## src/hw/cdisj_regs.svh

```systemverilog
`ifndef CDISJ_REGS_SVH
`define CDISJ_REGS_SVH

// field widths of the instruction operands
`define CDISJ_ADDR_W      7
`define CDISJ_DATA_W      8
`define CDISJ_IMM_W       11
`define CDISJ_PC_W        15
`define CDISJ_UPPER_W     7

// upper program counter source bits inside the holding register
`define CDISJ_UPPER_MSB   6
`define CDISJ_UPPER_LSB   3

// reset and cleared values
`define CDISJ_ZERO_BYTE   8'h00
`define CDISJ_ZERO_PC     15'h0000
`define CDISJ_ZERO_ADDR   7'h00

// instruction lengths in instruction cycles
`define CDISJ_SKIP_CYCLES 2
`define CDISJ_JUMP_CYCLES 2

`endif

```

## src/hw/cdisj_pkg.sv

```systemverilog
`default_nettype none
package cdisj_pkg;

	// operation issued by the core for this slice
	typedef enum logic [2:0] {
		OP_NONE,
		OP_CLR_REG,
		OP_CLR_ACC,
		OP_DEC,
		OP_DEC_SKIP,
		OP_INC_SKIP,
		OP_JUMP
	} cdisj_op_t;

	// sequencer states
	typedef enum logic {
		ST_IDLE,
		ST_STALL
	} cdisj_state_t;

endpackage

`default_nettype wire

```

## src/hw/cdisj_alu_if.sv

```systemverilog
`timescale 1ns/1ns
`default_nettype none
`include "cdisj_regs.svh"

// operands in, results and write strobes out of the datapath
interface cdisj_alu_if;
	cdisj_pkg::cdisj_op_t        op;
	logic [`CDISJ_DATA_W-1:0]    operand;
	logic                        dest;
	logic [`CDISJ_DATA_W-1:0]    result;
	logic                        reg_we;
	logic                        acc_we;
	logic                        z_we;
	logic                        z_val;
	logic                        skip;

	modport alu (
		input  op,
		input  operand,
		input  dest,
		output result,
		output reg_we,
		output acc_we,
		output z_we,
		output z_val,
		output skip
	);

	modport core (
		output op,
		output operand,
		output dest,
		input  result,
		input  reg_we,
		input  acc_we,
		input  z_we,
		input  z_val,
		input  skip
	);
endinterface

`default_nettype wire

```

## src/hw/cdisj_exec.sv

```systemverilog
`timescale 1ns/1ns
`default_nettype none
`include "cdisj_regs.svh"

module cdisj_exec #(
	parameter int SKIP_CYCLES = `CDISJ_SKIP_CYCLES,
	parameter int JUMP_CYCLES = `CDISJ_JUMP_CYCLES
) (
	input  wire logic                       clk_i,
	input  wire logic                       rst_i,
	input  wire logic                       op_valid_i,
	input  wire cdisj_pkg::cdisj_op_t       op_i,
	input  wire logic [`CDISJ_ADDR_W-1:0]   file_addr_i,
	input  wire logic                       dest_i,
	input  wire logic [`CDISJ_DATA_W-1:0]   file_data_i,
	input  wire logic [`CDISJ_IMM_W-1:0]    imm_i,
	input  wire logic [`CDISJ_UPPER_W-1:0]  upper_pc_holding_reg_i,
	output logic                            ready_o,
	output logic                            reg_we_o,
	output logic [`CDISJ_ADDR_W-1:0]        reg_addr_o,
	output logic [`CDISJ_DATA_W-1:0]        reg_wdata_o,
	output logic                            acc_we_o,
	output logic [`CDISJ_DATA_W-1:0]        acc_wdata_o,
	output logic                            result_null_flag_we_o,
	output logic                            result_null_flag_o,
	output logic                            pc_load_o,
	output logic [`CDISJ_PC_W-1:0]          pc_o,
	output logic                            discard_o
);

	////////////////////////////////////////////////////////////////////////
	// counter width covers the longest instruction
	localparam int MAX_CYC = (SKIP_CYCLES > JUMP_CYCLES) ? SKIP_CYCLES : JUMP_CYCLES;
	localparam int CNT_W   = (MAX_CYC > 2) ? $clog2(MAX_CYC) : 1;

	// extra cycles after the first one, never below one
	localparam logic [CNT_W-1:0] SKIP_EXTRA =
		CNT_W'((SKIP_CYCLES > 1) ? SKIP_CYCLES - 1 : 1);
	localparam logic [CNT_W-1:0] JUMP_EXTRA =
		CNT_W'((JUMP_CYCLES > 1) ? JUMP_CYCLES - 1 : 1);

	////////////////////////////////////////////////////////////////////////
	// state and output registers
	cdisj_pkg::cdisj_state_t       state_r, state_nxt;
	logic [CNT_W-1:0]              cnt_r, cnt_nxt;
	logic                          ready_r, ready_nxt;
	logic                          reg_we_r, reg_we_nxt;
	logic [`CDISJ_ADDR_W-1:0]      reg_addr_r, reg_addr_nxt;
	logic [`CDISJ_DATA_W-1:0]      reg_wdata_r, reg_wdata_nxt;
	logic                          acc_we_r, acc_we_nxt;
	logic [`CDISJ_DATA_W-1:0]      acc_wdata_r, acc_wdata_nxt;
	logic                          z_we_r, z_we_nxt;
	logic                          z_r, z_nxt;
	logic                          pc_load_r, pc_load_nxt;
	logic [`CDISJ_PC_W-1:0]        pc_r, pc_nxt;
	logic                          discard_r, discard_nxt;

	logic                          take;
	logic [`CDISJ_PC_W-1:0]        jump_target;

	cdisj_alu_if alu_bus ();

	////////////////////////////////////////////////////////////////////////
	// jump target assembly, shared with anyone who later adds a call
	function automatic logic [`CDISJ_PC_W-1:0] jump_pc(
		input logic [`CDISJ_UPPER_W-1:0] upper,
		input logic [`CDISJ_IMM_W-1:0]   imm
	);
		// the wider 6:3 field is used, not the narrower 4:3 one
		jump_pc = {upper[`CDISJ_UPPER_MSB:`CDISJ_UPPER_LSB], imm};
	endfunction

	// an op is only taken while no second cycle is pending
	assign take        = op_valid_i && (state_r == cdisj_pkg::ST_IDLE);
	assign jump_target = jump_pc(upper_pc_holding_reg_i, imm_i);

	// datapath feeds; an op offered while stalled is seen as no op
	assign alu_bus.op      = take ? op_i : cdisj_pkg::OP_NONE;
	assign alu_bus.operand = file_data_i;
	assign alu_bus.dest    = dest_i;

	cdisj_alu u_alu (
		.bus (alu_bus.alu)
	);

	////////////////////////////////////////////////////////////////////////
	// sequencer: one idle state, one state for the discarded slot
	always_comb begin
		state_nxt = state_r;
		cnt_nxt   = cnt_r;
		case (state_r)
			cdisj_pkg::ST_IDLE: begin
				if (take && (op_i == cdisj_pkg::OP_JUMP)) begin
					state_nxt = cdisj_pkg::ST_STALL;
					cnt_nxt   = JUMP_EXTRA;
				end else if (alu_bus.skip) begin
					state_nxt = cdisj_pkg::ST_STALL;
					cnt_nxt   = SKIP_EXTRA;
				end
			end
			cdisj_pkg::ST_STALL: begin
				if (cnt_r <= CNT_W'(1)) begin
					state_nxt = cdisj_pkg::ST_IDLE;
					cnt_nxt   = '0;
				end else begin
					cnt_nxt = cnt_r - CNT_W'(1);
				end
			end
			default: begin
				state_nxt = cdisj_pkg::ST_IDLE;
				cnt_nxt   = '0;
			end
		endcase
	end

	// ready is low exactly while the discarded slot is running
	always_comb begin
		ready_nxt = (state_nxt == cdisj_pkg::ST_IDLE);
	end

	always_ff @(posedge clk_i) begin
		if (rst_i) begin
			state_r <= cdisj_pkg::ST_IDLE;
			cnt_r   <= '0;
			ready_r <= 1'b1;
		end else begin
			state_r <= state_nxt;
			cnt_r   <= cnt_nxt;
			ready_r <= ready_nxt;
		end
	end

	////////////////////////////////////////////////////////////////////////
	// write-back strobes: one-cycle pulses, data held until the next write to it
	always_comb begin
		reg_we_nxt    = alu_bus.reg_we;
		reg_addr_nxt  = reg_addr_r;
		reg_wdata_nxt = reg_wdata_r;
		acc_we_nxt    = alu_bus.acc_we;
		acc_wdata_nxt = acc_wdata_r;
		z_we_nxt      = alu_bus.z_we;                     // skip ops never touch it
		z_nxt         = z_r;
		if (alu_bus.reg_we) begin
			reg_addr_nxt  = file_addr_i;
			reg_wdata_nxt = alu_bus.result;
		end
		if (alu_bus.acc_we) begin
			acc_wdata_nxt = alu_bus.result;
		end
		if (alu_bus.z_we) begin
			z_nxt = alu_bus.z_val;
		end
	end

	always_ff @(posedge clk_i) begin
		if (rst_i) begin
			reg_we_r    <= 1'b0;
			reg_addr_r  <= `CDISJ_ZERO_ADDR;
			reg_wdata_r <= `CDISJ_ZERO_BYTE;
			acc_we_r    <= 1'b0;
			acc_wdata_r <= `CDISJ_ZERO_BYTE;
			z_we_r      <= 1'b0;
			z_r         <= 1'b0;
		end else begin
			reg_we_r    <= reg_we_nxt;
			reg_addr_r  <= reg_addr_nxt;
			reg_wdata_r <= reg_wdata_nxt;
			acc_we_r    <= acc_we_nxt;
			acc_wdata_r <= acc_wdata_nxt;
			z_we_r      <= z_we_nxt;
			z_r         <= z_nxt;
		end
	end

	////////////////////////////////////////////////////////////////////////
	// program counter load and prefetch discard
	always_comb begin
		pc_load_nxt = take && (op_i == cdisj_pkg::OP_JUMP);
		pc_nxt      = pc_r;
		// discard marks the prefetched word as a nop for the core
		discard_nxt = pc_load_nxt || alu_bus.skip;
		if (pc_load_nxt) begin
			pc_nxt = jump_target;
		end
	end

	always_ff @(posedge clk_i) begin
		if (rst_i) begin
			pc_load_r <= 1'b0;
			pc_r      <= `CDISJ_ZERO_PC;
			discard_r <= 1'b0;
		end else begin
			pc_load_r <= pc_load_nxt;
			pc_r      <= pc_nxt;
			discard_r <= discard_nxt;
		end
	end

	////////////////////////////////////////////////////////////////////////
	// outputs straight from flip-flops
	assign ready_o               = ready_r;
	assign reg_we_o              = reg_we_r;
	assign reg_addr_o            = reg_addr_r;
	assign reg_wdata_o           = reg_wdata_r;
	assign acc_we_o              = acc_we_r;
	assign acc_wdata_o           = acc_wdata_r;
	assign result_null_flag_we_o = z_we_r;
	assign result_null_flag_o    = z_r;
	assign pc_load_o             = pc_load_r;
	assign pc_o                  = pc_r;
	assign discard_o             = discard_r;

endmodule

`default_nettype wire

```

## src/hw/cdisj_alu.sv

```systemverilog
`timescale 1ns/1ns
`default_nettype none
`include "cdisj_regs.svh"

module cdisj_alu (
	cdisj_alu_if.alu bus
);

	////////////////////////////////////////////////////////////////////////
	// datapath: result, destination strobes, zero flag, skip request
	always_comb begin
		bus.result = `CDISJ_ZERO_BYTE;
		bus.reg_we = 1'b0;
		bus.acc_we = 1'b0;
		bus.z_we   = 1'b0;
		bus.z_val  = 1'b0;
		bus.skip   = 1'b0;
		case (bus.op)
			cdisj_pkg::OP_CLR_REG: begin
				bus.result = `CDISJ_ZERO_BYTE;
				bus.reg_we = 1'b1;
				bus.z_we   = 1'b1;
				bus.z_val  = 1'b1;
			end
			cdisj_pkg::OP_CLR_ACC: begin
				bus.result = `CDISJ_ZERO_BYTE;
				bus.acc_we = 1'b1;
				bus.z_we   = 1'b1;
				bus.z_val  = 1'b1;
			end
			cdisj_pkg::OP_DEC: begin
				bus.result = bus.operand - 8'h01;
				bus.reg_we = bus.dest;
				bus.acc_we = ~bus.dest;
				bus.z_we   = 1'b1;
				bus.z_val  = (bus.result == `CDISJ_ZERO_BYTE);
			end
			cdisj_pkg::OP_DEC_SKIP: begin
				bus.result = bus.operand - 8'h01;
				bus.reg_we = bus.dest;
				bus.acc_we = ~bus.dest;
				bus.skip   = (bus.result == `CDISJ_ZERO_BYTE); // flag left alone
			end
			cdisj_pkg::OP_INC_SKIP: begin
				bus.result = bus.operand + 8'h01;
				bus.reg_we = bus.dest;
				bus.acc_we = ~bus.dest;
				bus.skip   = (bus.result == `CDISJ_ZERO_BYTE); // flag left alone
			end
			default: begin
				bus.result = `CDISJ_ZERO_BYTE;
			end
		endcase
	end

endmodule

`default_nettype wire

```

## config.mk

```make
export PLATFORM = sky130hd
export DESIGN_NAME = cdisj_exec
export DESIGN_NICKNAME = d
export VERILOG_FILES = /design/src/hw/cdisj_pkg.sv /design/src/hw/cdisj_alu_if.sv /design/src/hw/cdisj_exec.sv /design/src/hw/cdisj_alu.sv
export VERILOG_INCLUDE_DIRS = /design/src /design/src/hw
export SDC_FILE = /design/constraint.sdc
export NUM_CORES = 1
export LEC_CHECK = 0
export ABC_CLOCK_PERIOD_IN_PS = 2800
export BUFFER_PORTS_ARGS = -buffer_cell sky130_fd_sc_hd__buf_2
export CAP_MARGIN = 5
export CORE_MARGIN = 1.5
export CORE_UTILIZATION = 35
export DETAILED_ROUTE_END_ITERATION = 7
export PLACE_DENSITY = 0.63
export SLEW_MARGIN = 15
export SYNTH_ARGS = -nofsm -noshare
export SYNTH_HDL_FRONTEND = slang
export SYNTH_HIERARCHICAL = 1
export SYNTH_SLANG_ARGS = --single-unit
```

## constraint.sdc

```tcl
create_clock -name clk_i -period 2.8 [get_ports clk_i]
set_input_delay 0.28 -clock clk_i [delete_from_list [all_inputs] [get_ports clk_i]]
set_output_delay 0.28 -clock clk_i [all_outputs]
set_load 0.02 [all_outputs]
```

==> results of run 1 <==
[layout make-up]
type,instances,area [um2],area share
Clock inverter,2,37.5,0.0130
Multi-Input combinational cell,191,1320,0.455
Timing Repair Buffer,85,435,0.151
Tap cell,77,96.3,0.0333
Clock buffer,6,72.6,0.0251
Inverter,3,11.3,0.00390
Sequential cell,46,921,0.319
[cell families after synthesis]
family / count (synthesis)
XOR/XNOR: 7
buffers and inverters: 23
multiplexers: 39
AO/OA/AOI/OAI: 34
AND/OR/NAND/NOR: 107
adder cells (fa/ha/maj): 4
flip-flops: 46
[registers in the layout (all words and copies together), names as in the netlist]
name,flops
result_null_flag_o,1
ready_o,1
reg_addr_o,7
state_r,1
pc_o,15
discard_o,1
result_null_flag_we_o,1
pc_load_o,1
reg_we_o,1
acc_we_o,1
reg_wdata_o,8
acc_wdata_o,8
[layer usage]
| layer | part of all wire | routed length [um] | global-route usage | up-vias |
|---|---|---|---|---|
| li1 | - | - | - | 1029 |
| met1 | 0.46 | 2430 | 0.201 | 913 |
| met2 | 0.45 | 2380 | 0.234 | 66 |
| met3 | 0.082 | 433 | 0.0467 | 6 |
| met4 | 0.010 | 53 | 0.0425 | 0 |
| met5 | 0 | 0 | 0 | - |
[worst min-delay path by stage]
stage,from,to,slack [ns]
after floorplan,file_addr_i[3],reg_addr_o[3]$_SDFFE_PP0P_,0.43
after CTS,file_addr_i[3],reg_addr_o[3]$_SDFFE_PP0P_,0.21
final,file_addr_i[1],reg_addr_o[1]$_SDFFE_PP0P_,0.22
after detailed placement,pc_o[8]$_SDFFE_PP0P_,pc_o[8]$_SDFFE_PP0P_,0.46
after global placement,pc_o[12]$_SDFFE_PP0P_,pc_o[12]$_SDFFE_PP0P_,0.45
after global routing,imm_i[8],pc_o[8]$_SDFFE_PP0P_,0.23
[report_power, final]
part	switching, uW	total (uW)	internal [uW]
clock	231	498	267
sequential	10.8	689	678
combinational	142	248	105
[cell usage in the layout, fill, tap and decap left out, types with 5 or more instances in the layout]
cell type                   n
sky130_fd_sc_hd__nand2_1    7
sky130_fd_sc_hd__o21ai_0    6
sky130_fd_sc_hd__buf_2     81
sky130_fd_sc_hd__clkbuf_8   5
sky130_fd_sc_hd__nor2_1    38
sky130_fd_sc_hd__nand2b_1  33
sky130_fd_sc_hd__a21oi_1    7
sky130_fd_sc_hd__dfxtp_1   46
sky130_fd_sc_hd__mux2i_1   39
[worst max-delay path: stages (launching register included)]
cell                      delay, ns
sky130_fd_sc_hd__dfxtp_1       0.38
sky130_fd_sc_hd__nor2b_4       0.06
sky130_fd_sc_hd__and2_1        0.21
sky130_fd_sc_hd__and2b_1       0.24
sky130_fd_sc_hd__and2_1        0.27
sky130_fd_sc_hd__nand3_1       0.11
sky130_fd_sc_hd__or4b_1        0.48
sky130_fd_sc_hd__o31ai_1       0.15
sky130_fd_sc_hd__o21ai_0       0.15
[stage by stage]
stage / hold slack, ns / util
after floorplan: 0.427 / -
after global placement: 0.455 / 0.430
after detailed placement: 0.458 / 0.430
after CTS: 0.212 / 0.447
after global routing: 0.228 / 0.447
final: 0.216 / 0.447
==> summary.json, run 1 <==
{
  "report.final.setup_viol": {"value": 0},
  "remaining_drc_errors": {"value": 5},
  "report.final.slew_viol_count": {"value": 0},
  "drive_gt1_frac": {"value": 0.291},
  "fp.dieH": {"value": 85.3, "unit": "um"},
  "synth.mux.area_fraction": {"value": 0.165},
  "ioPinCount": {"value": 85},
  "first_global_vias": {"value": 1887},
  "total_power": {"value": 1430, "unit": "uW"},
  "netlist-cell-type-count": {"value": 46},
  "num-nets-final": {"value": 376},
  "number_of_antenna_cells_inserted": {"value": 0},
  "worst_slew_margin": {"value": 0.434},
  "ys_top_cells_by_count": {"value": "sky130_fd_sc_hd__dfxtp_1, sky130_fd_sc_hd__mux2i_1, sky130_fd_sc_hd__nor2_1"},
  "dp.cells": {"value": 402},
  "grt_antenna_before_repair": {"value": 0},
  "synthFlopType": {"value": "sky130_fd_sc_hd__dfxtp_1"},
  "final_hold_vio_count": {"value": 0},
  "vdd_drop_max": {"value": 0.273, "unit": "mV"},
  "synth_area": {"value": 0.00237, "unit": "mm2"},
  "timing.reg2reg.setup_slack": {"value": 0.63, "unit": "ns"},
  "worstHoldPathType": {"value": "in2reg"},
  "transition_time_at_the_pin_with_the_least_slew_margin": {"value": 0.849, "unit": "ns"},
  "yosysSeqAreaShare": {"value": 0.389},
  "synth_edf_count": {"value": 0},
  "total_leakage_power": {"value": 0.00127, "unit": "uW"},
  "layout.cells.non_filler": {"value": 410},
  "max_h_tree_level": {"value": 2},
  "worst_r2r_endpoint": {"value": "ready_o$_SDFF_PP1_"},
  "detail_route.first_pass.iterations": {"value": 7},
  "netlist.area_leader.share": {"value": 0.389},
  "place.gp.congestion": {"value": 0.898},
  "start_util": {"value": 0.367},
  "setup.worst_path.start": {"value": "state_r$_SDFF_PP0_"},
  "vias_after_detailed_routing": {"value": 2014},
  "dp_worst_setup_slack": {"value": 0.463, "unit": "ns"},
  "avgSynthCellArea": {"value": 9.11, "unit": "um2"},
  "area_growth_from_synthesis_to_final_layout": {"value": 22.0, "unit": "%"},
  "total_clock_buffers_created_by_cts": {"value": 5},
  "fillers": {"value": 645},
  "yosys.area_share.simple": {"value": 0.245},
  "first_iter_violations": {"value": 174},
  "postSynthRegisterBits": {"value": 46},
  "design.core.area": {"value": 0.00646, "unit": "mm2"},
  "fin_crit": {"value": 2.17, "unit": "ns"},
  "wirelength": {"value": 5300, "unit": "um"},
  "fin_setup_tns": {"value": 0, "unit": "ns"},
  "r2r_cells": {"value": 8},
  "layout_worst_path_cycle_share": {"value": 0.775},
  "rr_startpoint": {"value": "state_r$_SDFF_PP0_"},
  "place_area": {"value": 0.00278, "unit": "mm2"},
  "postCtsSetupBuffers": {"value": 0},
  "grt_setup_unrepaired": {"value": "false"},
  "worst_setup_path_endpoint": {"value": "ready_o$_SDFF_PP1_"},
  "route.detailed.vias_per_inst": {"value": 4.91},
  "worstSetupPathType": {"value": "reg2reg"},
  "netlist_instances": {"value": 260},
  "yosysMostFrequentCell": {"value": "sky130_fd_sc_hd__dfxtp_1"},
  "critical_path_peak_fanout": {"value": 7},
  "timing.critical_path.from_type": {"value": "flop"},
  "synth-async-reset-ratio": {"value": 0},
  "synth_xor_xnor_area_share": {"value": 0.0259},
  "syn-num-nets": {"value": 304},
  "finalClockSkew": {"value": 0.00532, "unit": "ns"},
  "cts_root_buf": {"value": "sky130_fd_sc_hd__clkbuf_8"},
  "cts-root-to-sink-buffers": {"value": 2},
  "cts_hold_buf": {"value": 0},
  "grt.overflow.total": {"value": 0},
  "grt_start_max_net_pins": {"value": 61},
  "worst_hold_depth": {"value": 3},
  "synth-compound-area-share": {"value": 0.0983},
  "status": {"value": "finished, violations left"},
  "dieArea": {"value": 0.00727, "unit": "mm2"},
  "warnings_from_yosys": {"value": 6},
  "synth_top_family_by_area": {"value": "simple AND/OR/NAND/NOR gates"},
  "route.antenna.remaining_nets": {"value": 0},
  "cap_viol_max_count": {"value": 0},
  "timing.critical_path.arrival": {"value": 2.34, "unit": "ns"},
  "power_dens_cells": {"value": 496, "unit": "mW/mm2"},
  "cts.clk_slew.worst_paths": {"value": 0.09, "unit": "ns"},
  "clkLatencyLatePin": {"value": 0.30, "unit": "ns"},
  "wire_length_of_the_first_global_routing_pass": {"value": 8890, "unit": "um"},
  "fp-row-count": {"value": 29},
  "violations": {"value": "design-rule violations"},
  "setup.worst_path.end_class": {"value": "flop"},
  "track_usage": {"value": 0.150},
  "dpl.hpwl": {"value": 3800, "unit": "um"},
  "die_width": {"value": 85.3, "unit": "um"},
  "io_buffers": {"value": 81},
  "clock-sinks": {"value": 46},
  "synth_top_area_cell": {"value": "sky130_fd_sc_hd__dfxtp_1"},
  "postLayoutSetupSlackWorst": {"value": 0.629, "unit": "ns"},
  "drt_wl_cell": {"value": 12.9, "unit": "um"},
  "stdcell_area": {"value": 0.00289, "unit": "mm2"},
  "cts_tree": {"value": "built"},
  "cp_data_required_time": {"value": 2.97, "unit": "ns"},
  "maxClockFrequency": {"value": 461, "unit": "MHz"},
  "cts.repair.resized": {"value": 0},
  "synth_area_leaders": {"value": "sky130_fd_sc_hd__dfxtp_1, sky130_fd_sc_hd__mux2i_1, sky130_fd_sc_hd__nand2b_1, sky130_fd_sc_hd__nor2_1, sky130_fd_sc_hd__ha_1"},
  "synthAdderAreaFrac": {"value": 0.0211}
}
(Power assumes the default switching activity.)
==> run 2, diff against run 1 <==
--- a/config.mk
+++ b/config.mk
@@ -6,13 +6,14 @@
 export SDC_FILE = /design/constraint.sdc
 export NUM_CORES = 1
 export LEC_CHECK = 0
-export ABC_CLOCK_PERIOD_IN_PS = 2800
+export ABC_AREA = 1
+export ABC_CLOCK_PERIOD_IN_PS = 1900
 export BUFFER_PORTS_ARGS = -buffer_cell sky130_fd_sc_hd__buf_2
 export CAP_MARGIN = 5
 export CORE_MARGIN = 1.5
 export CORE_UTILIZATION = 35
 export DETAILED_ROUTE_END_ITERATION = 7
-export PLACE_DENSITY = 0.63
+export PLACE_DENSITY = 0.66
 export SLEW_MARGIN = 15
 export SYNTH_ARGS = -nofsm -noshare
 export SYNTH_HDL_FRONTEND = slang
==> constraint.sdc (replaced) <==
create_clock -name clk_i -period 1.9 [get_ports clk_i]
set_input_delay 0.19 -clock clk_i [delete_from_list [all_inputs] [get_ports clk_i]]
set_output_delay 0.19 -clock clk_i [all_outputs]
set_load 0.02 [all_outputs]
==> run 2 against run 1 <==
  * The flow now finishes without violations
  * Hold slack got worse by 0.10 ns
  * Critical path type unchanged
  * Via count rose by 11%
  * Combinational power rose by 76%
  * Register-to-register slack got worse by 0.45 ns
  * Fmax rose by 26%
  * Core utilization rose by 1.9 points
  * Critical endpoint is now acc_wdata_o[1]$_SDFFE_PP0P_
  * Design area fell by 2.7%
  * Clock power rose by 11%
  * Highest routed layer unchanged
  * Flip-flop and latch count did not move
==> summary.json, run 2 <==
{
  "timing.reg2reg.setup_slack": {"value": 0.18, "unit": "ns", "change": "-0.45 ns"},
  "maxClockFrequency": {"value": 582, "unit": "MHz", "change": "+26%"},
  "remaining_drc_errors": {"value": 0, "change": "-5"},
  "final_hold_vio_count": {"value": 0, "change": "unchanged"},
  "drive_gt1_frac": {"value": 0.265, "change": "-0.0265"},
  "first_global_vias": {"value": 2001, "change": "+6.0%"},
  "worstSetupPathType": {"value": "reg2reg"},
  "fin_crit": {"value": 1.72, "unit": "ns", "change": "-0.453 ns"},
  "cts.clk_slew.worst_paths": {"value": 0.08, "unit": "ns", "change": "about the same"},
  "status": {"value": "completed"},
  "synthFlopType": {"value": "sky130_fd_sc_hd__dfxtp_1"},
  "num-nets-final": {"value": 467, "change": "+24%"},
  "max_h_tree_level": {"value": 2, "change": "unchanged"},
  "grt.overflow.total": {"value": 0, "change": "unchanged"},
  "grt_antenna_before_repair": {"value": 0, "change": "unchanged"},
  "cts-root-to-sink-buffers": {"value": 2, "change": "unchanged"},
  "critPathTopFamily": {"value": "simple AND/OR/NAND/NOR gates"},
  "design.core.area": {"value": 0.00603, "unit": "mm2", "change": "-6.7%"},
  "crit_chain": {"value": "inv_2, nand2_4, nor2_2, nand3_1, buf_4, o21ai_4, inv_1, o21ai_0, nor2_1, nor2_1"},
  "synth_edf_count": {"value": 0, "change": "unchanged"},
  "start_util": {"value": 0.370, "change": "+0.00371"},
  "syn-num-nets": {"value": 380, "change": "+25%"},
  "layout_worst_path_cycle_share": {"value": 0.904, "change": "+0.129"},
  "avgSynthCellArea": {"value": 6.64, "unit": "um2", "change": "-27%"},
  "cts_root_buf": {"value": "sky130_fd_sc_hd__clkbuf_8"},
  "die_width": {"value": 82.9, "unit": "um", "change": "-2.8%"},
  "combinationalPowerShare": {"value": 0.214, "change": "+0.041"},
  "total_leakage_power": {"value": 0.00155, "unit": "uW", "change": "+23%"},
  "vdd_drop_max": {"value": 0.389, "unit": "mV", "change": "+43%"},
  "transition_time_at_the_pin_with_the_least_slew_margin": {"value": 0.615, "unit": "ns", "change": "-0.234 ns"},
  "dp_worst_setup_slack": {"value": 0.134, "unit": "ns", "change": "-0.329 ns"},
  "first_iter_violations": {"value": 87, "change": "-50%"},
  "report.final.slew_viol_count": {"value": 0, "change": "unchanged"},
  "synth_area": {"value": 0.00223, "unit": "mm2", "change": "-5.8%"},
  "io_buffers": {"value": 81, "change": "unchanged"},
  "netlist.area_leader.share": {"value": 0.413, "change": "+0.0238"},
  "p_seq_frac": {"value": 0.514, "change": "+0.034"},
  "drt_wl_cell": {"value": 10.4, "unit": "um", "change": "-19%"},
  "dieArea": {"value": 0.00687, "unit": "mm2", "change": "-5.6%"},
  "crit_path_max_incr_delay": {"value": 0.31, "unit": "ns", "change": "-0.17 ns"},
  "ys_top_cells_by_count": {"value": "sky130_fd_sc_hd__nor2_1, sky130_fd_sc_hd__nand2_1, sky130_fd_sc_hd__dfxtp_1"},
  "grt_setup_unrepaired": {"value": "false"},
  "postLayoutSetupSlackWorst": {"value": 0.182, "unit": "ns", "change": "-0.447 ns"},
  "clock-sinks": {"value": 46, "change": "unchanged"},
  "grt_start_max_net_pins": {"value": 31, "change": "-49%"},
  "netlist-cell-type-count": {"value": 24, "change": "-48%"},
  "critical_path.n_buffers_inverters": {"value": 3, "change": "+3"},
  "fin_setup_tns": {"value": 0, "unit": "ns", "change": "unchanged"},
  "track_usage": {"value": 0.152, "change": "+0.00225"},
  "setup.worst_path.end_class": {"value": "flop"},
  "wirelength": {"value": 5190, "unit": "um", "change": "-2.0%"},
  "sw_frac_of_total": {"value": 0.302, "change": "+0.0338"},
  "timing.critical_path.from_type": {"value": "flop"},
  "worst_slew_margin": {"value": 0.589, "change": "+0.155"},
  "dpl.hpwl": {"value": 3950, "unit": "um", "change": "+4.0%"},
  "power_dens_cells": {"value": 726, "unit": "mW/mm2", "change": "+46%"},
  "yosysMostFrequentCell": {"value": "sky130_fd_sc_hd__nor2_1"},
  "synth_top_area_cell": {"value": "sky130_fd_sc_hd__dfxtp_1"},
  "vias_after_detailed_routing": {"value": 2232, "change": "+11%"},
  "switchingPower": {"value": 616, "unit": "uW", "change": "+60%"},
  "cap_viol_max_count": {"value": 0, "change": "unchanged"},
  "finalClockSkew": {"value": 0.00485, "unit": "ns", "change": "-0.000473 ns"},
  "internal_power": {"value": 1430, "unit": "uW", "change": "+36%"},
  "critical_path.most_common_cell": {"value": "sky130_fd_sc_hd__nor2_1"},
  "postCtsSetupBuffers": {"value": 0, "change": "unchanged"},
  "yosysSeqAreaShare": {"value": 0.413, "change": "+0.0238"},
  "final_common_cell": {"value": "sky130_fd_sc_hd__nor2_1"},
  "clkLatencyLatePin": {"value": 0.29, "unit": "ns", "change": "about the same"},
  "route.antenna.remaining_nets": {"value": 0, "change": "unchanged"},
  "largest_reg_flops": {"value": 15, "change": "unchanged"},
  "timing.critical_path.arrival": {"value": 1.95, "unit": "ns", "change": "-0.39 ns"},
  "area_growth_from_synthesis_to_final_layout": {"value": 26.0, "unit": "%"},
  "netlist_instances": {"value": 336, "change": "+29%"},
  "total_clock_buffers_created_by_cts": {"value": 5, "change": "unchanged"},
  "cts_tree": {"value": "built"},
  "report.final.setup_viol": {"value": 0, "change": "unchanged"},
  "crit_slowest_cell": {"value": "sky130_fd_sc_hd__dfxtp_1"},
  "route.detailed.vias_per_inst": {"value": 4.48, "change": "-8.8%"},
  "postSynthRegisterBits": {"value": 46, "change": "unchanged"},
  "synth-async-reset-ratio": {"value": 0, "change": "unchanged"},
  "synth_area_leaders": {"value": "sky130_fd_sc_hd__dfxtp_1, sky130_fd_sc_hd__nor2_1, sky130_fd_sc_hd__nand2_1, sky130_fd_sc_hd__o21ai_0, sky130_fd_sc_hd__inv_1"},
  "cp_data_required_time": {"value": 2.13, "unit": "ns", "change": "-0.84 ns"},
  "clock_power_share": {"value": 0.272, "change": "-0.075"},
  "detail_route.first_pass.iterations": {"value": 4, "change": "-3"},
  "ioPinCount": {"value": 85, "change": "unchanged"},
  "place.gp.congestion": {"value": 0.858, "change": "-4.4%"},
  "warnings_from_yosys": {"value": 6, "change": "unchanged"},
  "wire_length_of_the_first_global_routing_pass": {"value": 8770, "unit": "um", "change": "-1.4%"},
  "worstHoldPathType": {"value": "in2reg"},
  "fp-row-count": {"value": 28, "change": "-3.4%"},
  "fp.dieH": {"value": 82.9, "unit": "um", "change": "-2.8%"},
  "critical_path_peak_fanout": {"value": 6, "change": "-1"},
  "layout_common_cells": {"value": "sky130_fd_sc_hd__nor2_1, sky130_fd_sc_hd__buf_2, sky130_fd_sc_hd__nand2_1, sky130_fd_sc_hd__dfxtp_1, sky130_fd_sc_hd__inv_1"},
  "number_of_antenna_cells_inserted": {"value": 0, "change": "unchanged"},
  "fillers": {"value": 642, "change": "-0.47%"}
}
[run 2: cells by family after synthesis]
group	after synthesis	share of synthesized area
AO/OA/AOI/OAI	37	0.0931
XOR/XNOR	3	0.0118
adder cells (fa/ha/maj)	4	0.0224
buffers and inverters	54	0.106
flip-flops	46	0.413
AND/OR/NAND/NOR	192	0.354
[run 2: cell type report]
cell class	count	area, um2	area share
clock buffers	5	68.8	0.0245
flip-flops and latches	46	921	0.328
clock inverters	2	10.0	0.00356
multi-input cells	236	1080	0.384
inverters	44	165	0.0587
repair buffers	90	473	0.168
well taps	75	93.8	0.0334
[run 2: per-layer routing]
layer	track usage	vias up	part of all wire
li1	-	1201	-
met1	0.195	940	0.47
met2	0.252	86	0.44
met3	0.0457	5	0.082
met4	0.0364	0	0.0060
met5	0	-	0
[run 2: repair_timing]
action	in CTS	in global routing
setup endpoints to repair	0	13
hold buffers	0	0
resized for setup	0	3
[run 2: tightest hold or removal path, stage by stage]
cell	delay, ns
sky130_fd_sc_hd__buf_2	0.07
sky130_fd_sc_hd__nor2_1	0.03
sky130_fd_sc_hd__nor2_1	0.08
[run 2: power by group through the flow]
| stage | Clock (uW) | Combinational (uW) | Sequential (uW) |
|---|---|---|---|
| floorplan | 0 | 197 | 1150 |
| global placement | 0 | 434 | 1070 |
| detailed placement | 0 | 437 | 1070 |
| CTS | 573 | 439 | 1050 |
| global route | 613 | 491 | 1060 |
| finish | 555 | 437 | 1050 |
[run 2: worst paths after layout]
check,depth (start not counted),end,startpoint
setup reg to reg,10,acc_wdata_o[1]$_SDFFE_PP0P_,state_r$_SDFF_PP0_
hold reg to reg,2,ready_o$_SDFF_PP1_,state_r$_SDFF_PP0_
hold / removal,3,reg_addr_o[1]$_SDFFE_PP0P_,file_addr_i[1]
setup / recovery,10,acc_wdata_o[1]$_SDFFE_PP0P_,state_r$_SDFF_PP0_
[run 2: through the flow]
step	cells	instance area, um2	power (uW)	hold slack (ns)	util
floorplan	336	2230	1340	0.262	-
global route	498	2810	2160	0.132	0.467
CTS	498	2810	2060	0.108	0.466
global placement	491	2730	1500	0.410	0.453
finish	498	2810	2040	0.114	0.467
detailed placement	491	2730	1510	0.424	0.453
==> run 3, diff against run 2 <==
--- a/config.mk
+++ b/config.mk
@@ -7,13 +7,13 @@
 export NUM_CORES = 1
 export LEC_CHECK = 0
 export ABC_AREA = 1
-export ABC_CLOCK_PERIOD_IN_PS = 1900
+export ABC_CLOCK_PERIOD_IN_PS = 2110
 export BUFFER_PORTS_ARGS = -buffer_cell sky130_fd_sc_hd__buf_2
 export CAP_MARGIN = 5
 export CORE_MARGIN = 1.5
 export CORE_UTILIZATION = 35
 export DETAILED_ROUTE_END_ITERATION = 7
-export PLACE_DENSITY = 0.66
+export PLACE_DENSITY = 0.63
 export SLEW_MARGIN = 15
 export SYNTH_ARGS = -nofsm -noshare
 export SYNTH_HDL_FRONTEND = slang
==> constraint.sdc (replaced) <==
create_clock -name clk_i -period 2.11 [get_ports clk_i]
set_input_delay 0.211 -clock clk_i [delete_from_list [all_inputs] [get_ports clk_i]]
set_output_delay 0.211 -clock clk_i [all_outputs]
set_load 0.02 [all_outputs]
==> run 3 against run 2 <==
  * Global-route usage grew 0.55 points
  * Register-to-register slack gained 0.07 ns
  * Flip-flop and latch count unchanged
  * Via count down 1.3%
  * Critical path depth increased by 1
  * Critical path type unchanged
  * Largest power group unchanged
==> summary.json, run 3 (same netlist as run 2, synthesis figures left out) <==
{
  "status": {"value": "completed"},
  "fp-row-count": {"value": 28, "change": "unchanged"},
  "worst_slew_margin": {"value": 0.606, "change": "+0.0168"},
  "timing.critical_path.from_type": {"value": "flop"},
  "number_of_antenna_cells_inserted": {"value": 0, "change": "unchanged"},
  "clock-sinks": {"value": 46, "change": "unchanged"},
  "grt_start_max_net_pins": {"value": 36, "change": "+16%"},
  "dpl.hpwl": {"value": 3980, "unit": "um", "change": "+0.73%"},
  "cts_tree": {"value": "built"},
  "route.antenna.remaining_nets": {"value": 0, "change": "unchanged"},
  "remaining_drc_errors": {"value": 0, "change": "unchanged"},
  "cts-root-to-sink-buffers": {"value": 2, "change": "unchanged"},
  "crit_slowest_cell": {"value": "sky130_fd_sc_hd__dfxtp_1"},
  "cp_data_required_time": {"value": 2.34, "unit": "ns", "change": "+0.21 ns"},
  "report.final.slew_viol_count": {"value": 0, "change": "unchanged"},
  "start_util": {"value": 0.370, "change": "unchanged"},
  "hp-start": {"value": "file_addr_i[0]"},
  "final.hold.worst_slack": {"value": 0.139, "unit": "ns", "change": "+0.0252 ns"},
  "fillers": {"value": 643, "change": "+0.16%"},
  "transition_time_at_the_pin_with_the_least_slew_margin": {"value": 0.590, "unit": "ns", "change": "-0.0251 ns"},
  "total_clock_buffers_created_by_cts": {"value": 5, "change": "unchanged"},
  "drt_wl_cell": {"value": 10.7, "unit": "um", "change": "+2.8%"},
  "layout_worst_path_cycle_share": {"value": 0.880, "change": "-0.0245"},
  "crit_chain": {"value": "inv_2, nand2_4, nor2_1, inv_1, nor2_1, inv_1, nor2_2, inv_1, o21ai_0, nor2_1, nor2_1"},
  "critical_path.most_common_cell": {"value": "sky130_fd_sc_hd__nor2_1"},
  "m3_gr_usage": {"value": 0.0487, "change": "+0.00298"},
  "ioPinCount": {"value": 85, "change": "unchanged"},
  "setup.worst_path.start": {"value": "state_r$_SDFF_PP0_"},
  "max_h_tree_level": {"value": 2, "change": "unchanged"},
  "dp.cells": {"value": 486, "change": "-1.0%"},
  "wirelength": {"value": 5290, "unit": "um", "change": "+1.8%"},
  "globalRouteMet1Util": {"value": 0.200, "change": "+0.00431"},
  "detail_route.first_pass.iterations": {"value": 4, "change": "unchanged"},
  "layout.cells.non_filler": {"value": 493, "change": "-1.0%"},
  "largest_reg_flops": {"value": 15, "change": "unchanged"},
  "drive_gt1_frac": {"value": 0.251, "change": "-0.0136"},
  "maxClockFrequency": {"value": 539, "unit": "MHz", "change": "-7.4%"},
  "track_usage": {"value": 0.158, "change": "+0.00549"},
  "first_global_vias": {"value": 2086, "change": "+4.2%"},
  "grt_setup_unrepaired": {"value": "false"},
  "route.detailed.vias_per_inst": {"value": 4.47, "change": "-0.34%"},
  "total_leakage_power": {"value": 0.00154, "unit": "uW", "change": "-1.1%"},
  "fin_crit": {"value": 1.86, "unit": "ns", "change": "+0.138 ns"},
  "grt_antenna_before_repair": {"value": 0, "change": "unchanged"},
  "die_width": {"value": 82.9, "unit": "um", "change": "unchanged"},
  "critPathTopFamily": {"value": "simple AND/OR/NAND/NOR gates"},
  "grt.overflow.total": {"value": 0, "change": "unchanged"},
  "critical_path_peak_fanout": {"value": 6, "change": "unchanged"},
  "final_common_cell": {"value": "sky130_fd_sc_hd__nor2_1"},
  "worstSetupPathType": {"value": "reg2reg"},
  "rr_startpoint": {"value": "state_r$_SDFF_PP0_"},
  "finalClockSkew": {"value": 0.00198, "unit": "ns", "change": "-0.00287 ns"},
  "cts.clk_slew.worst_paths": {"value": 0.08, "unit": "ns", "change": "about the same"},
  "wire_length_of_the_first_global_routing_pass": {"value": 9140, "unit": "um", "change": "+4.3%"},
  "design.core.area": {"value": 0.00603, "unit": "mm2", "change": "unchanged"},
  "crit_path_max_incr_delay": {"value": 0.31, "unit": "ns", "change": "about the same"},
  "stdcell_area": {"value": 0.00280, "unit": "mm2", "change": "-0.53%"},
  "busiest_layer": {"value": "met2"},
  "layout_common_cells": {"value": "sky130_fd_sc_hd__nor2_1, sky130_fd_sc_hd__buf_2, sky130_fd_sc_hd__nand2_1, sky130_fd_sc_hd__dfxtp_1, sky130_fd_sc_hd__inv_1"},
  "num-nets-final": {"value": 463, "change": "-0.86%"},
  "place_area": {"value": 0.00269, "unit": "mm2", "change": "-1.5%"},
  "power_dens_cells": {"value": 665, "unit": "mW/mm2", "change": "-8.5%"},
  "vdd_drop_max": {"value": 0.427, "unit": "mV", "change": "+9.6%"},
  "vias_after_detailed_routing": {"value": 2202, "change": "-1.3%"},
  "cts_root_buf": {"value": "sky130_fd_sc_hd__clkbuf_8"},
  "first_iter_violations": {"value": 76, "change": "-13%"},
  "place.gp.congestion": {"value": 0.820, "change": "-4.4%"},
  "io_buffers": {"value": 81, "change": "unchanged"},
  "fp.dieH": {"value": 82.9, "unit": "um", "change": "unchanged"},
  "report.final.setup_viol": {"value": 0, "change": "unchanged"},
  "critical_path.n_buffers_inverters": {"value": 4, "change": "+1"},
  "setup.worst_path.end_class": {"value": "flop"},
  "final_hold_vio_count": {"value": 0, "change": "unchanged"},
  "area_growth_from_synthesis_to_final_layout": {"value": 25.3, "unit": "%"},
  "cts_hold_buf": {"value": 0, "change": "unchanged"},
  "grtUsageMet2": {"value": 0.262, "change": "+0.00961"},
  "dieArea": {"value": 0.00687, "unit": "mm2", "change": "unchanged"},
  "clkLatencyLatePin": {"value": 0.29, "unit": "ns", "change": "about the same"},
  "cap_viol_max_count": {"value": 0, "change": "unchanged"},
  "total_power": {"value": 1860, "unit": "uW", "change": "-9.0%"},
  "worstHoldPathType": {"value": "in2reg"},
  "timing.critical_path.arrival": {"value": 2.09, "unit": "ns", "change": "+0.14 ns"},
  "fin_setup_tns": {"value": 0, "unit": "ns", "change": "unchanged"}
}
run 3: cell count changes in the layout (fill, tap and decap cells not counted), moves of 2 or more:
| cell | change |
|---|---|
| sky130_fd_sc_hd__buf_4 | -5 |
| sky130_fd_sc_hd__clkinv_2 | -2 |
| sky130_fd_sc_hd__nor2_1 | +2 |
| sky130_fd_sc_hd__nor2_2 | -2 |
run 3: final cells by class:
| class | instances | area [um2] | area share |
|---|---|---|---|
| clock buffers | 6 | 82.6 | 0.0295 |
| inverters | 44 | 169 | 0.0604 |
| multi-input cells | 236 | 1070 | 0.384 |
| flip-flops and latches | 46 | 921 | 0.329 |
| well taps | 75 | 93.8 | 0.0336 |
| repair buffers | 86 | 455 | 0.163 |
run 3: final timing paths:
path                                       to  slack, ns  depth (start not counted)
hold / removal     reg_addr_o[0]$_SDFFE_PP0P_       0.14                          3
setup reg to reg  acc_wdata_o[3]$_SDFFE_PP0P_       0.25                         11
hold reg to reg            ready_o$_SDFF_PP1_       0.48                          2
setup / recovery  acc_wdata_o[3]$_SDFFE_PP0P_       0.25                         11
run 3: routing by layer:
metal | up-vias | wire (um)
met4 | 0 | 41
met3 | 5 | 384
met1 | 941 | 2590
li1 | 1190 | -
met5 | - | 0
met2 | 66 | 2270
run 3: what timing repair did:
item / 4_1_cts / 5_1_grt
setup buffers: 0 / 1
setup endpoints to repair: 0 / 3
gates resized for setup: 0 / 1
run 3: power by group:
group | switching, uW | total [uW] | internal (uW)
logic | 254 | 391 | 137
registers | 22.4 | 945 | 922
clock network | 270 | 523 | 253
run 3: tightest hold or removal path, cell delays in order:
cell and delay (ns):
sky130_fd_sc_hd__buf_2 0.07, sky130_fd_sc_hd__nor2_1 0.03, sky130_fd_sc_hd__nor2_1 0.08
run 3: stage by stage:
stage / util / worst slack, ns
finish: 0.464 / 0.254
global route: 0.464 / 0.0141
CTS: 0.460 / 0.226
detailed placement: 0.446 / 0.260
global placement: 0.446 / 0.308
floorplan: - / 0.138
